==> src/rtl/alu_ops_pkg.sv <==
// Shared types and constants for the logic and shift execution datapath.
package alu_ops_pkg;

    // Operation kinds carried by a decoded opcode.
    typedef enum logic [2:0] {
        OP_NONE = 3'b000,
        OP_AND = 3'b001,
        OP_ASL = 3'b010,
        OP_ASR = 3'b011,
        OP_SHIFT_LEFT_DOUBLE = 3'b100
    } op_kind_type;

    // Addressing modes; INH covers the accumulator and double forms.
    typedef enum logic [2:0] {
        MODE_INH = 3'b000,
        MODE_IMM = 3'b001,
        MODE_DIR = 3'b010,
        MODE_EXT = 3'b011,
        MODE_IDX = 3'b100
    } mode_type;

    // One decoded instruction.
    typedef struct packed {
        op_kind_type op;
        logic acc_b;
        mode_type mode;
    } decode_type;

    // Arithmetic flags that this datapath changes.
    typedef struct packed {
        logic n;
        logic z;
        logic v;
        logic c;
    } nzvc_type;

    // Datapath result with its flags.
    typedef struct packed {
        logic [15:0] res;
        nzvc_type f;
    } alu_out_type;

    // Opcodes.
    localparam logic [7:0] OPC_PREFIX_Y = 8'h18;
    localparam logic [7:0] OPC_AND_A_IMM = 8'h84;
    localparam logic [7:0] OPC_AND_A_DIR = 8'h94;
    localparam logic [7:0] OPC_AND_A_EXT = 8'hB4;
    localparam logic [7:0] OPC_AND_A_IDX = 8'hA4;
    localparam logic [7:0] OPC_AND_B_IMM = 8'hC4;
    localparam logic [7:0] OPC_AND_B_DIR = 8'hD4;
    localparam logic [7:0] OPC_AND_B_EXT = 8'hF4;
    localparam logic [7:0] OPC_AND_B_IDX = 8'hE4;
    localparam logic [7:0] OPC_ASL_A = 8'h48;
    localparam logic [7:0] OPC_ASL_B = 8'h58;
    localparam logic [7:0] OPC_ASL_EXT = 8'h78;
    localparam logic [7:0] OPC_ASL_IDX = 8'h68;
    localparam logic [7:0] OPC_ASR_A = 8'h47;
    localparam logic [7:0] OPC_ASR_B = 8'h57;
    localparam logic [7:0] OPC_ASR_EXT = 8'h77;
    localparam logic [7:0] OPC_ASR_IDX = 8'h67;
    localparam logic [7:0] OPC_SHIFT_LEFT_DOUBLE = 8'h05;

    // Bus constants.
    localparam logic [15:0] DUMMY_ADDR = 16'hFFFF;
    localparam logic [7:0] DIRECT_PAGE = 8'h00;

    // Flag positions in the condition flags register.
    localparam int FLAG_C = 0;
    localparam int FLAG_V = 1;
    localparam int FLAG_Z = 2;
    localparam int FLAG_N = 3;

    // Register byte offsets on the Avalon slave.
    localparam logic [3:0] OFS_CTRL = 4'h0;
    localparam logic [3:0] OFS_PC = 4'h4;
    localparam logic [3:0] OFS_INDEX = 4'h8;
    localparam logic [3:0] OFS_ACC = 4'hC;

    // Control bit positions and reset values.
    localparam int CTRL_RUN = 0;
    localparam int CTRL_BUSY = 1;
    localparam logic CTRL_RUN_RESET = 1'b0;
    localparam logic [15:0] PC_RESET = 16'h0000;
    localparam logic [15:0] INDEX_RESET = 16'h0000;
    localparam logic [7:0] ACC_RESET = 8'h00;
    localparam logic [7:0] FLAGS_RESET = 8'h00;

endpackage

==> src/rtl/op_decoder.sv <==
// Opcode decoder for the logic and shift instruction group.
`timescale 1ns/1ps
`default_nettype none
module op_decoder
    import alu_ops_pkg::*;
(
    // Opcode byte.
    input wire logic [7:0] opcode_in,
    // Decoded instruction.
    output var decode_type dec_out
);

    // Unknown opcodes decode to a one-byte operation with no effect.
    always_comb begin
        dec_out = '{op: OP_NONE, acc_b: 1'b0, mode: MODE_INH};
        case (opcode_in)
            OPC_AND_A_IMM: dec_out = '{OP_AND, 1'b0, MODE_IMM}; // RULE3
            OPC_AND_A_DIR: dec_out = '{OP_AND, 1'b0, MODE_DIR}; // RULE3
            OPC_AND_A_EXT: dec_out = '{OP_AND, 1'b0, MODE_EXT}; // RULE3
            OPC_AND_A_IDX: dec_out = '{OP_AND, 1'b0, MODE_IDX}; // RULE3
            OPC_AND_B_IMM: dec_out = '{OP_AND, 1'b1, MODE_IMM}; // RULE4
            OPC_AND_B_DIR: dec_out = '{OP_AND, 1'b1, MODE_DIR}; // RULE4
            OPC_AND_B_EXT: dec_out = '{OP_AND, 1'b1, MODE_EXT}; // RULE4
            OPC_AND_B_IDX: dec_out = '{OP_AND, 1'b1, MODE_IDX}; // RULE4
            OPC_ASL_A: dec_out = '{OP_ASL, 1'b0, MODE_INH}; // RULE7
            OPC_ASL_B: dec_out = '{OP_ASL, 1'b1, MODE_INH}; // RULE7
            OPC_ASL_EXT: dec_out = '{OP_ASL, 1'b0, MODE_EXT}; // RULE7
            OPC_ASL_IDX: dec_out = '{OP_ASL, 1'b0, MODE_IDX}; // RULE7
            OPC_ASR_A: dec_out = '{OP_ASR, 1'b0, MODE_INH}; // RULE14
            OPC_ASR_B: dec_out = '{OP_ASR, 1'b1, MODE_INH}; // RULE14
            OPC_ASR_EXT: dec_out = '{OP_ASR, 1'b0, MODE_EXT}; // RULE14
            OPC_ASR_IDX: dec_out = '{OP_ASR, 1'b0, MODE_IDX}; // RULE14
            OPC_SHIFT_LEFT_DOUBLE: dec_out = '{OP_SHIFT_LEFT_DOUBLE, 1'b0, MODE_INH}; // RULE11
            default: dec_out = '{op: OP_NONE, acc_b: 1'b0, mode: MODE_INH};
        endcase
    end

endmodule
`default_nettype wire

==> src/rtl/logic_shift_alu.sv <==
// Combinational AND and arithmetic shift unit with flag generation.
`timescale 1ns/1ps
`default_nettype none
module logic_shift_alu
    import alu_ops_pkg::*;
(
    // Operation and operands.
    input wire op_kind_type op_in,
    input wire logic [15:0] opnd_in,
    input wire logic [7:0] mem_in,
    input wire nzvc_type flags_in,
    // Result and new flags.
    output var alu_out_type alu_out
);

    // Byte results sit in the low half; flags not touched pass through.
    always_comb begin
        logic [7:0] r8;
        r8 = 8'h00;
        alu_out.res = opnd_in;
        alu_out.f = flags_in;
        case (op_in)
            OP_AND: begin
                r8 = opnd_in[7:0] & mem_in; // RULE1
                alu_out.res = {8'h00, r8};
                alu_out.f.n = r8[7]; // RULE2
                alu_out.f.z = (r8 == 8'h00); // RULE2
                alu_out.f.v = 1'b0; // RULE2
            end
            OP_ASL: begin
                r8 = {opnd_in[6:0], 1'b0}; // RULE5
                alu_out.res = {8'h00, r8};
                alu_out.f.c = opnd_in[7]; // RULE6
                alu_out.f.n = r8[7]; // RULE6
                alu_out.f.z = (r8 == 8'h00); // RULE6
                alu_out.f.v = r8[7] ^ opnd_in[7]; // RULE6
            end
            OP_ASR: begin
                r8 = {opnd_in[7], opnd_in[7:1]}; // RULE12
                alu_out.res = {8'h00, r8};
                alu_out.f.c = opnd_in[0]; // RULE13
                alu_out.f.n = r8[7]; // RULE13
                alu_out.f.z = (r8 == 8'h00); // RULE13
                alu_out.f.v = r8[7] ^ opnd_in[0]; // RULE13
            end
            OP_SHIFT_LEFT_DOUBLE: begin
                alu_out.res = {opnd_in[14:0], 1'b0}; // RULE9
                alu_out.f.c = opnd_in[15]; // RULE10
                alu_out.f.n = opnd_in[14]; // RULE10
                alu_out.f.z = (opnd_in[14:0] == 15'h0000); // RULE10
                alu_out.f.v = opnd_in[14] ^ opnd_in[15]; // RULE10
            end
            default: begin
                alu_out.res = opnd_in;
                alu_out.f = flags_in;
            end
        endcase
    end

endmodule
`default_nettype wire

==> src/rtl/logic_shift_core.sv <==
// Execution core for AND and arithmetic shifts with an Avalon-MM slave.
// Operation
// RULE1: AND accumulator with memory, write back.
// RULE2: AND sets N, Z; clears V.
// RULE3: First accumulator AND opcodes; indexed dummy read.
// RULE4: Second accumulator AND opcodes and cycle counts.
// RULE5: Byte shift left inserts zero.
// RULE6: Shift left flags: C old bit7, V=N^C.
// RULE7: Shift left opcodes; memory read-modify-write.
// RULE8: Cycle counts and final write cycle.
// RULE9: Double shift left inserts zero.
// RULE10: Double shift flags from bits 15.
// RULE11: Opcode 05, three cycles, dummy at FFFF.
// RULE12: Shift right keeps bit 7.
// RULE13: Shift right flags: C old bit0.
// RULE14: Shift right opcodes and cycle pattern.
// RULE15: First accumulator is upper half.
// RULE16: Indexed address is index plus offset.
`timescale 1ns/1ps
`default_nettype none
module logic_shift_core
    import alu_ops_pkg::*;
(
    // Clock and reset.
    input wire logic ref_clk_in,
    input wire logic rst_b_in,
    // Avalon-MM register slave.
    input wire logic [3:0] avs_address_in,
    input wire logic avs_read_in,
    input wire logic avs_write_in,
    input wire logic [31:0] avs_writedata_in,
    input wire logic [3:0] avs_byteenable_in,
    output logic [31:0] avs_readdata_out,
    output logic avs_waitrequest_out,
    // Program and data memory bus, one access per clock.
    output logic [15:0] mem_addr_out,
    output logic mem_rw_out,
    output logic mem_valid_out,
    output logic [7:0] mem_wdata_out,
    input wire logic [7:0] mem_rdata_in
);

    typedef enum logic [3:0] {
        ST_IDLE = 4'b0000,
        ST_FETCH = 4'b0001,
        ST_PREFIX = 4'b0010,
        ST_BYTE1 = 4'b0011,
        ST_BYTE2 = 4'b0100,
        ST_IDX_DUMMY = 4'b0101,
        ST_MEM_READ = 4'b0110,
        ST_RMW_DUMMY = 4'b0111,
        ST_MEM_WRITE = 4'b1000,
        ST_INH_DUMMY = 4'b1001
    } state_type;

    // Merges a write into an old word under the byte enables.
    function automatic logic [31:0] merge_bytes(input logic [31:0] old_w,
                                                input logic [31:0] new_w,
                                                input logic [3:0] be);
        logic [31:0] m;
        m = old_w;
        for (int i = 0; i < 4; i++) begin
            if (be[i]) begin
                m[8*i +: 8] = new_w[8*i +: 8];
            end
        end
        return m;
    endfunction

    state_type state_reg, state_next;
    decode_type dec_reg, dec_next, dec_now;
    logic [15:0] pc_reg, pc_next, ea_reg, ea_next;
    logic [15:0] x_reg, x_next, y_reg, y_next;
    logic [7:0] acc_a_reg, acc_a_next, acc_b_reg, acc_b_next;
    logic [7:0] condition_flags_register, flags_next;
    logic [7:0] wdata_reg, wdata_next;
    logic y_sel_reg, y_sel_next, run_reg, run_next;
    logic ack_reg, ack_next;
    logic [31:0] rdata_reg, rdata_next;
    logic [15:0] double_byte_accumulator, alu_opnd, index_sel;
    logic [7:0] selected_byte_accumulator;
    logic commit, wr_ok, idle_wr;
    logic [31:0] ctrl_word, pc_word, index_word, acc_word;
    alu_out_type alu_res;

    // Double accumulator view, first accumulator in the upper half.
    assign double_byte_accumulator = {acc_a_reg, acc_b_reg}; // RULE15
    assign selected_byte_accumulator = dec_reg.acc_b ? acc_b_reg : acc_a_reg;
    assign index_sel = y_sel_reg ? y_reg : x_reg;

    // Operand: memory byte for memory shifts, else accumulator.
    always_comb begin
        if (dec_reg.op == OP_SHIFT_LEFT_DOUBLE) begin
            alu_opnd = double_byte_accumulator;
        end else if (dec_reg.op != OP_AND && dec_reg.mode != MODE_INH) begin
            alu_opnd = {8'h00, mem_rdata_in};
        end else begin
            alu_opnd = {8'h00, selected_byte_accumulator};
        end
    end

    op_decoder u_dec (
        .opcode_in(mem_rdata_in),
        .dec_out(dec_now)
    );

    logic_shift_alu u_alu (
        .op_in(dec_reg.op),
        .opnd_in(alu_opnd),
        .mem_in(mem_rdata_in),
        .flags_in(condition_flags_register[3:0]),
        .alu_out(alu_res)
    );

    // Bus address and direction follow the current cycle of the sequence.
    always_comb begin
        mem_valid_out = (state_reg != ST_IDLE);
        mem_rw_out = (state_reg != ST_MEM_WRITE); // RULE8
        mem_wdata_out = wdata_reg;
        case (state_reg)
            ST_IDX_DUMMY: mem_addr_out = DUMMY_ADDR; // RULE3
            ST_RMW_DUMMY: mem_addr_out = DUMMY_ADDR; // RULE8
            ST_INH_DUMMY: mem_addr_out = DUMMY_ADDR; // RULE11
            ST_MEM_READ: mem_addr_out = ea_reg;
            ST_MEM_WRITE: mem_addr_out = ea_reg; // RULE7
            default: mem_addr_out = pc_reg;
        endcase
    end

    // Register views seen by software.
    assign ctrl_word = {30'h0, state_reg != ST_IDLE, run_reg};
    assign pc_word = {16'h0000, pc_reg};
    assign index_word = {y_reg, x_reg};
    assign acc_word = {8'h00, condition_flags_register, acc_a_reg, acc_b_reg};
    assign wr_ok = avs_write_in && ack_reg;
    assign idle_wr = wr_ok && state_reg == ST_IDLE && !run_reg;

    // Sequencer, datapath registers and software writes.
    always_comb begin
        logic [31:0] mg;
        mg = 32'h0;
        state_next = state_reg;
        dec_next = dec_reg;
        pc_next = pc_reg;
        ea_next = ea_reg;
        x_next = x_reg;
        y_next = y_reg;
        acc_a_next = acc_a_reg;
        acc_b_next = acc_b_reg;
        flags_next = condition_flags_register;
        wdata_next = wdata_reg;
        y_sel_next = y_sel_reg;
        run_next = run_reg;
        commit = 1'b0;
        case (state_reg)
            ST_IDLE: begin
                if (run_reg) begin
                    state_next = ST_FETCH;
                end
            end
            ST_FETCH: begin
                pc_next = pc_reg + 16'h0001;
                state_next = ST_BYTE1;
                y_sel_next = 1'b0;
                dec_next = dec_now;
                if (mem_rdata_in == OPC_PREFIX_Y) begin
                    y_sel_next = 1'b1; // RULE3
                    state_next = ST_PREFIX;
                end
            end
            ST_PREFIX: begin
                pc_next = pc_reg + 16'h0001;
                dec_next = dec_now;
                if (dec_now.mode != MODE_IDX) begin
                    // A prefix before a non-indexed opcode turns the pair into a no-op.
                    dec_next = '{op: OP_NONE, acc_b: 1'b0, mode: MODE_INH};
                end
                state_next = ST_BYTE1;
            end
            ST_BYTE1: begin
                case (dec_reg.mode)
                    MODE_INH: begin
                        if (dec_reg.op == OP_SHIFT_LEFT_DOUBLE) begin
                            state_next = ST_INH_DUMMY; // RULE11
                        end else begin
                            commit = 1'b1; // RULE8
                        end
                    end
                    MODE_IMM: begin
                        pc_next = pc_reg + 16'h0001;
                        commit = 1'b1; // RULE4
                    end
                    MODE_DIR: begin
                        pc_next = pc_reg + 16'h0001;
                        ea_next = {DIRECT_PAGE, mem_rdata_in};
                        state_next = ST_MEM_READ;
                    end
                    MODE_EXT: begin
                        pc_next = pc_reg + 16'h0001;
                        ea_next = {mem_rdata_in, 8'h00};
                        state_next = ST_BYTE2;
                    end
                    MODE_IDX: begin
                        pc_next = pc_reg + 16'h0001;
                        ea_next = index_sel + {8'h00, mem_rdata_in}; // RULE16
                        state_next = ST_IDX_DUMMY;
                    end
                    default: commit = 1'b1;
                endcase
            end
            ST_BYTE2: begin
                pc_next = pc_reg + 16'h0001;
                ea_next = {ea_reg[15:8], mem_rdata_in};
                state_next = ST_MEM_READ;
            end
            ST_IDX_DUMMY: state_next = ST_MEM_READ;
            ST_MEM_READ: begin
                if (dec_reg.op == OP_ASL || dec_reg.op == OP_ASR) begin
                    wdata_next = alu_res.res[7:0]; // RULE7
                    flags_next[3:0] = alu_res.f; // RULE14
                    state_next = ST_RMW_DUMMY;
                end else begin
                    commit = 1'b1; // RULE3
                end
            end
            ST_RMW_DUMMY: state_next = ST_MEM_WRITE;
            ST_MEM_WRITE: begin
                state_next = run_reg ? ST_FETCH : ST_IDLE;
            end
            ST_INH_DUMMY: commit = 1'b1; // RULE11
            default: state_next = ST_IDLE;
        endcase
        // Commit writes the result and flags, then ends the instruction.
        if (commit) begin
            state_next = run_reg ? ST_FETCH : ST_IDLE;
            if (dec_reg.op != OP_NONE) begin
                flags_next[3:0] = alu_res.f;
            end
            if (dec_reg.op == OP_SHIFT_LEFT_DOUBLE) begin
                {acc_a_next, acc_b_next} = alu_res.res; // RULE15
            end else if (dec_reg.op != OP_NONE && dec_reg.acc_b) begin
                acc_b_next = alu_res.res[7:0]; // RULE1
            end else if (dec_reg.op != OP_NONE) begin
                acc_a_next = alu_res.res[7:0]; // RULE1
            end
        end
        // Run may change at any time; state writes only while halted.
        if (wr_ok && avs_address_in[3:2] == OFS_CTRL[3:2]) begin
            mg = merge_bytes(ctrl_word, avs_writedata_in, avs_byteenable_in);
            run_next = mg[CTRL_RUN];
        end
        if (idle_wr && avs_address_in[3:2] == OFS_PC[3:2]) begin
            mg = merge_bytes(pc_word, avs_writedata_in, avs_byteenable_in);
            pc_next = mg[15:0];
        end
        if (idle_wr && avs_address_in[3:2] == OFS_INDEX[3:2]) begin
            mg = merge_bytes(index_word, avs_writedata_in, avs_byteenable_in);
            {y_next, x_next} = mg;
        end
        if (idle_wr && avs_address_in[3:2] == OFS_ACC[3:2]) begin
            mg = merge_bytes(acc_word, avs_writedata_in, avs_byteenable_in);
            {flags_next, acc_a_next, acc_b_next} = mg[23:0];
        end
    end

    // Core registers.
    always_ff @(posedge ref_clk_in or negedge rst_b_in) begin
        if (!rst_b_in) begin
            state_reg <= ST_IDLE;
            dec_reg <= '{op: OP_NONE, acc_b: 1'b0, mode: MODE_INH};
            pc_reg <= PC_RESET;
            ea_reg <= PC_RESET;
            x_reg <= INDEX_RESET;
            y_reg <= INDEX_RESET;
            acc_a_reg <= ACC_RESET;
            acc_b_reg <= ACC_RESET;
            condition_flags_register <= FLAGS_RESET;
            wdata_reg <= ACC_RESET;
            y_sel_reg <= 1'b0;
            run_reg <= CTRL_RUN_RESET;
        end else begin
            state_reg <= state_next;
            dec_reg <= dec_next;
            pc_reg <= pc_next;
            ea_reg <= ea_next;
            x_reg <= x_next;
            y_reg <= y_next;
            acc_a_reg <= acc_a_next;
            acc_b_reg <= acc_b_next;
            condition_flags_register <= flags_next;
            wdata_reg <= wdata_next;
            y_sel_reg <= y_sel_next;
            run_reg <= run_next;
        end
    end

    // Slave answers one cycle after a request; unmapped reads give zero.
    assign avs_waitrequest_out = (avs_read_in || avs_write_in) && !ack_reg;
    assign avs_readdata_out = rdata_reg;
    always_comb begin
        ack_next = (avs_read_in || avs_write_in) && !ack_reg;
        rdata_next = rdata_reg;
        if (avs_read_in && !ack_reg) begin
            case (avs_address_in[3:2])
                OFS_CTRL[3:2]: rdata_next = ctrl_word;
                OFS_PC[3:2]: rdata_next = pc_word;
                OFS_INDEX[3:2]: rdata_next = index_word;
                OFS_ACC[3:2]: rdata_next = acc_word;
                default: rdata_next = 32'h0000_0000;
            endcase
        end
    end

    // Slave handshake registers.
    always_ff @(posedge ref_clk_in or negedge rst_b_in) begin
        if (!rst_b_in) begin
            ack_reg <= 1'b0;
            rdata_reg <= 32'h0000_0000;
        end else begin
            ack_reg <= ack_next;
            rdata_reg <= rdata_next;
        end
    end

    logic at_fetch, boundary;
    assign at_fetch = state_reg == ST_FETCH;
    assign boundary = state_reg == ST_FETCH || state_reg == ST_IDLE;
endmodule
`default_nettype wire

==> config.mk <==
export PLATFORM = sky130hd
export DESIGN_NAME = logic_shift_core
export DESIGN_NICKNAME = d
export VERILOG_FILES = /design/src/rtl/alu_ops_pkg.sv /design/src/rtl/op_decoder.sv /design/src/rtl/logic_shift_alu.sv /design/src/rtl/logic_shift_core.sv
export SDC_FILE = /design/constraint.sdc
export NUM_CORES = 1
export LEC_CHECK = 0
export BUFFER_PORTS_ARGS = -buffer_cell sky130_fd_sc_hd__buf_2
export CAP_MARGIN = 25
export CORE_MARGIN = 1.5
export CORE_UTILIZATION = 55
export CTS_CLUSTER_SIZE = 10
export DETAILED_ROUTE_END_ITERATION = 10
export PLACE_DENSITY = 0.8
export SETUP_SLACK_MARGIN = 0.15
export SLEW_MARGIN = 25
export SYNTH_ARGS = -nofsm -noshare
export SYNTH_HDL_FRONTEND = slang
export SYNTH_HIERARCHICAL = 1
export SYNTH_SLANG_ARGS = --single-unit
==> constraint.sdc <==
create_clock -name ref_clk_in -period 8.7 [get_ports ref_clk_in]
set_input_delay 1.74 -clock ref_clk_in [delete_from_list [all_inputs] [get_ports ref_clk_in]]
set_output_delay 1.74 -clock ref_clk_in [all_outputs]
set_load 0.02 [all_outputs]
==> run_results.csv, run 1 <==
group,metric,value,unit
status,outcome,"completed",
placement,io_buffers,108,
clock_tree,clock-sinks,142,
yosys,syn_area,9270,sq um
placement,dp_hpwl,20100,um
yosys,yosysWarnings,6,
hold_path,hold_class,"flop to flop",
layout,final_common_cell,"dfrtp_1",
sta,rsz0062_at_grt,"false",
layout,final_layout_size_suffix_gt1_frac,0.239,
yosys,synth_top_area_cell,"dfrtp_1",
routing,vias,8746,
yosys,seq_area_frac_synth,0.383,
layout,mostFrequentLayoutCells,"142 x dfrtp_1, 121 x nand2_1, 108 x buf_2",
worst_setup_path,reg2reg_slack,5.04,ns
clock_tree,htreeDepth,4,
sta,fmax,225,MHz
pwr,power,3.42,mW
worst_setup_path,critPathArrivalTime,2.70,ns
sta,worst_clock_skew,0.0110,ns
sta,finalCritPeriodShare,0.510,
grt,antenna_found_initial,0,
sta,holdWs,0.472,ns
die,initial_core_util,0.561,
grt,grt_pass1_vias,7959,
yosys,yosys_most_used_dff,"dfrtp_1",
yosys,yosysTopAreaCellShare,0.383,
job,drv_cap,0,
sta,setup_viol,0,
layout,insertedDiodeCount,0,
sta,slew_viol_final,0,
pwr,peakVddDrop,203,uV
routing,drt_iter0_drc,902,
clock_tree,cts-root-buf,"clkbuf_16",
die,dieHeight,133,um
routing,wl_per_cell,21.6,um
placement,placedInstanceArea,9850,sq um
worst_setup_path,cp_max_fo,26,
clock_tree,cts.path.max_buffers,2,
sta,maxSlewHeadroom,0.263,
die,fp-row-count,47,
die,io_pins,111,
grt,grt_busiest_layer,"met2",
routing,drt_wl_total,28300,um
routing,drc,0,
placement,globalplace.congestion,0.950,
layout,syn2layout_area_growth,12.5,%
grt,grt_pass1_wl,43600,um
sta,tightest_slew,1.10,ns
grt,grt_util_met3,0.0617,
routing,viasPerCell,6.66,
grt,grt_max_degree,77,
die,die_area,17600,sq um
routing,drt_pass1_iterations,5,
placement,place_ws,4.16,ns
die,dieWidth,133,um
sta,fin_crit,4.44,ns
grt,met1_usage,0.441,
clock_tree,numCtsBuffers,17,
pwr,power.leakage,4.65,nW
placement,placedCellCount,1282,
layout,fin_area,10400,sq um
yosys,syn_area_per_cell,9.20,sq um
yosys,synth-edff-count,0,
yosys,ys_ff_latch,142,
pwr,p_per_area,328,nW/um^2
clock_tree,clkLatencyLatePin,0.43,ns
die,core_area,16500,sq um
clock_tree,cts_tree,"done",
worst_setup_path,crit_path_start_kind,"flop",
sta,timing.final.hold_violations,0,
yosys,syn-num-nets,1070,
worst_setup_path,endpoint_kind,"output pin",
sta,fin_tns_setup,0,ns
sta,fin_ws,4.26,ns
grt,grt.met2_usage,0.490,
worst_setup_path,worst-endpoint-required,6.96,ns
clock_tree,postCtsSetupRepairBufs,0,
yosys,synth_area_leaders,"dfrtp_1 38%, mux2_2 8.5%, nand2_1 4.9%, mux2i_1 4.2%, a21oi_1 3.6%",
layout,largest_reg_flops,32,
worst_setup_path,path_class,"flop to output pin",
yosys,synth.distinct_cells,85,
layout,fin_util,0.632,
clock_tree,cts.clk_slew.worst_paths,0.07,ns
layout,fillers,1394,
grt,grt_usage,0.319,
routing,ant_nets,0,
yosys,synthArstFlopShare,1.00,
layout,nets,1143,
clock_tree,cts_resized,0,
clock_tree,cts_hold_buffers,0,
grt,grt-ovfl-total,0,
yosys,syn-instance-count,1008,
layout,regArea,3550,sq um
layout,fin_cells,1314,
layout,multi_input_area,5310,sq um
[worst max-delay path: stages (launching register included)]
cell	delay, ns
dfrtp_1	0.66
or3b_2	0.64
o21ai_0	0.11
nand2_1	0.39
nand3_1	0.26
buf_2	0.19
[logic make-up (layout without fill, tap and decap cells)]
group	Yosys count	count (layout)	share of synthesized area
muxes	119	119	0.145
AOI/OAI and AO/OA	287	287	0.212
DFF	142	142	0.383
and+or+nand+nor	352	352	0.193
adders and majority gates	10	10	0.0143
buffers and inverters	89	175	0.0445
xor gates and xnor gates	9	9	0.00850
[per-layer routing]
| metal | vias to the layer above | wire length [um] |
|---|---|---|
| met4 | 0 | 1040 |
| met3 | 85 | 2900 |
| li1 | 3911 | - |
| met1 | 4249 | 11500 |
| met2 | 501 | 12900 |
| met5 | - | 0 |
[path summary, 6_finish.rpt]
check	startpoint	end	depth (start not counted)
min in group asynchronous	rst_b_in	condition_flags_register[0]$_DFFE_PN0P_	1
min	avs_readdata_out[14]$_DFFE_PN0P_	avs_readdata_out[14]$_DFFE_PN0P_	2
max in group asynchronous	rst_b_in	x_reg[10]$_DFFE_PN0P_	2
max	state_reg[1]$_DFFE_PN0P_	mem_addr_out[8]	5
min reg2reg	avs_readdata_out[14]$_DFFE_PN0P_	avs_readdata_out[14]$_DFFE_PN0P_	2
max reg2reg	dec_reg[2]$_DFFE_PN0P_	condition_flags_register[2]$_DFFE_PN0P_	10
[final cells by class]
type | instances | area share
clock buffer | 20 | 0.0438
clock inverter | 12 | 0.0121
inverter | 24 | 0.00863
multi-input combinational | 777 | 0.509
sequential | 142 | 0.340
tap | 220 | 0.0264
timing repair buffer | 119 | 0.0601
[cells in the mapped netlist (all sizes together) (12+ instances only)]
| cell | number |
|---|---|
| a21oi | 67 |
| a22o | 19 |
| a31oi | 13 |
| buf | 34 |
| clkbuf | 31 |
| dfrtp | 142 |
| inv | 24 |
| mux2 | 78 |
| mux2i | 39 |
| nand2 | 121 |
| nand2b | 16 |
| nand3 | 34 |
| nor2 | 73 |
| nor3 | 12 |
| o211ai | 16 |
| o21ai | 50 |
| o22ai | 19 |
| or2 | 15 |
[where the power goes]
group / switching, mW / internal, mW / total, mW
logic: 0.949 / 0.603 / 1.55
clock network: 0.305 / 0.416 / 0.721
registers: 0.263 / 0.886 / 1.15
total: 1.52 / 1.91 / 3.42
No activity file was read; power rests on OpenSTA's default activity.
==> run 2, diff against run 1 <==
clock period = 4.45 ns   (was 8.7 ns; I/O delays follow)
==> run 2 against run 1 <==
  * Routed wire length fell by 0.50%
  * Combinational power grew 95%
  * Critical path type is now flop to flop
  * Final area grew 0.57%
  * Highest routed layer unchanged
  * Flip-flop and latch count did not move
  * Worst hold slack about the same
  * Largest cell class unchanged
==> run_results.csv, run 2 (synthesized netlist as in run 1, its figures left out) <==
group,metric,value,unit
layout,final_layout_size_suffix_gt1_frac,0.244,
worst_setup_path,endpoint_kind,"flop",
clock_tree,htreeDepth,4,
die,core_area,16500,sq um
worst_setup_path,reg2reg_slack,0.84,ns
layout,largest_reg_flops,32,
pwr,power.leakage,4.69,nW
worst_setup_path,worst-endpoint-required,4.77,ns
layout,final_common_cell,"dfrtp_1",
layout,mostFrequentLayoutCells,"142 x dfrtp_1, 121 x nand2_1, 107 x buf_2",
routing,drt_pass1_iterations,5,
sta,maxSlewHeadroom,0.304,
sta,finalCritPeriodShare,0.812,
placement,dp_hpwl,20300,um
clock_tree,postCtsSetupRepairBufs,0,
routing,drt_iter0_drc,859,
pwr,peakVddDrop,534,uV
clock_tree,cts_tree,"done",
die,fp-row-count,47,
sta,fin_crit,3.61,ns
die,die_area,17600,sq um
routing,drt_wl_total,28200,um
clock_tree,numCtsBuffers,17,
routing,vias,8633,
sta,tightest_slew,1.04,ns
sta,worst_clock_skew,0.00704,ns
worst_setup_path,path_class,"flop to flop",
worst_setup_path,critPathArrivalTime,3.93,ns
hold_path,hold_class,"flop to flop",
layout,nets,1148,
routing,ant_nets,0,
grt,grt_usage,0.323,
placement,io_buffers,108,
grt,grt_pass1_vias,8246,
pwr,p_per_area,644,nW/um^2
sta,fin_ws,0.837,ns
placement,place_ws,0.965,ns
routing,drc,0,
sta,slew_viol_final,0,
sta,fin_tns_setup,0,ns
status,outcome,"completed",
routing,wl_per_cell,21.4,um
grt,grt_pass1_wl,44500,um
worst_setup_path,cp_max_fo,10,
grt,antenna_found_initial,0,
clock_tree,cts.clk_slew.worst_paths,0.06,ns
die,dieWidth,133,um
sta,fmax,277,MHz
sta,rsz0062_at_grt,"false",
routing,viasPerCell,6.55,
layout,fillers,1370,
layout,syn2layout_area_growth,13.2,%
worst_setup_path,reg2reg_depth,10,
die,dieHeight,133,um
layout,insertedDiodeCount,0,
sta,setup_viol,0,
sta,timing.final.hold_violations,0,
hold_path,holdPathStages,2,
die,io_pins,111,
grt,grt-ovfl-total,0,
worst_setup_path,crit_path_start_kind,"flop",
placement,globalplace.congestion,0.977,
grt,grt_max_degree,84,
clock_tree,cts_hold_buffers,0,
clock_tree,clock-sinks,142,
clock_tree,clkLatencyLatePin,0.43,ns
job,drv_cap,0,
clock_tree,cts-root-buf,"clkbuf_16",
die,initial_core_util,0.561,
clock_tree,cts.path.max_buffers,2,
clock_tree,cts_resized,0,
[run 2: changes by cell type in the layout (fill, tap and decap cells not counted), sizes merged]
cell | previous run | this run
buf | 119 | 124
bufinv | 1 | 2
clkbuf | 20 | 17
clkinv | 3 | 2
inv | 30 | 33
[run 2: layout make-up]
cell class,count,area [sq um],area share
Clock inverter,15,178,0.0169
Inverter,24,90.1,0.00858
Sequential cell,142,3550,0.339
Tap cell,220,275,0.0262
Clock buffer,17,425,0.0405
Timing Repair Buffer,124,667,0.0635
Multi-Input combinational cell,777,5310,0.506
[run 2: worst paths after layout]
kind / startpoint / to
max in group asynchronous: rst_b_in / y_reg[15]$_DFFE_PN0P_
min in group asynchronous: rst_b_in / condition_flags_register[0]$_DFFE_PN0P_
worst min-delay path: avs_readdata_out[17]$_DFFE_PN0P_ / avs_readdata_out[17]$_DFFE_PN0P_
worst min register to register: avs_readdata_out[17]$_DFFE_PN0P_ / avs_readdata_out[17]$_DFFE_PN0P_
worst max register to register: dec_reg[2]$_DFFE_PN0P_ / condition_flags_register[2]$_DFFE_PN0P_
worst max-delay path: dec_reg[2]$_DFFE_PN0P_ / condition_flags_register[2]$_DFFE_PN0P_
[run 2: stage by stage]
step	area [sq um]	utilization	hold slack (ns)	total power, mW	cells
finish	10500	0.635	0.473	6.76	1319
global route	10500	0.635	0.496	7.11	1319
CTS	10500	0.635	0.479	6.69	1319
detailed placement	9890	0.599	0.465	5.19	1287
global placement	9890	0.599	0.455	5.12	1287
floorplan	9270	-	0.456	4.24	1008
[run 2: report_power, final]
part	internal, mW	switching, mW	leakage, nW
logic	1.20	1.83	2.61
clock network	0.849	0.632	0.293
registers	1.73	0.521	1.78
total	3.78	2.99	4.69
[run 2: critical path, cell delays in order (launching register included)]
cell      delay, ns
dfrtp_1        0.53
nor3_1         0.13
or2_2          0.41
a21oi_1        0.52
nor2_1         0.11
a21oi_1        0.69
a22o_1         0.23
a221oi_1       0.05
a32o_1         0.29
a211o_1        0.26
o221a_2        0.29
[run 2: per-layer routing]
metal  share of wire  wire, um  GRT usage  vias to the layer above
li1                -         -          -                     3913
met1            0.41     11600      0.445                     4159
met2            0.46     13000      0.509                      478
met3           0.091      2560     0.0521                       83
met4           0.036      1020      0.134                        0
met5               0         0          0                        -
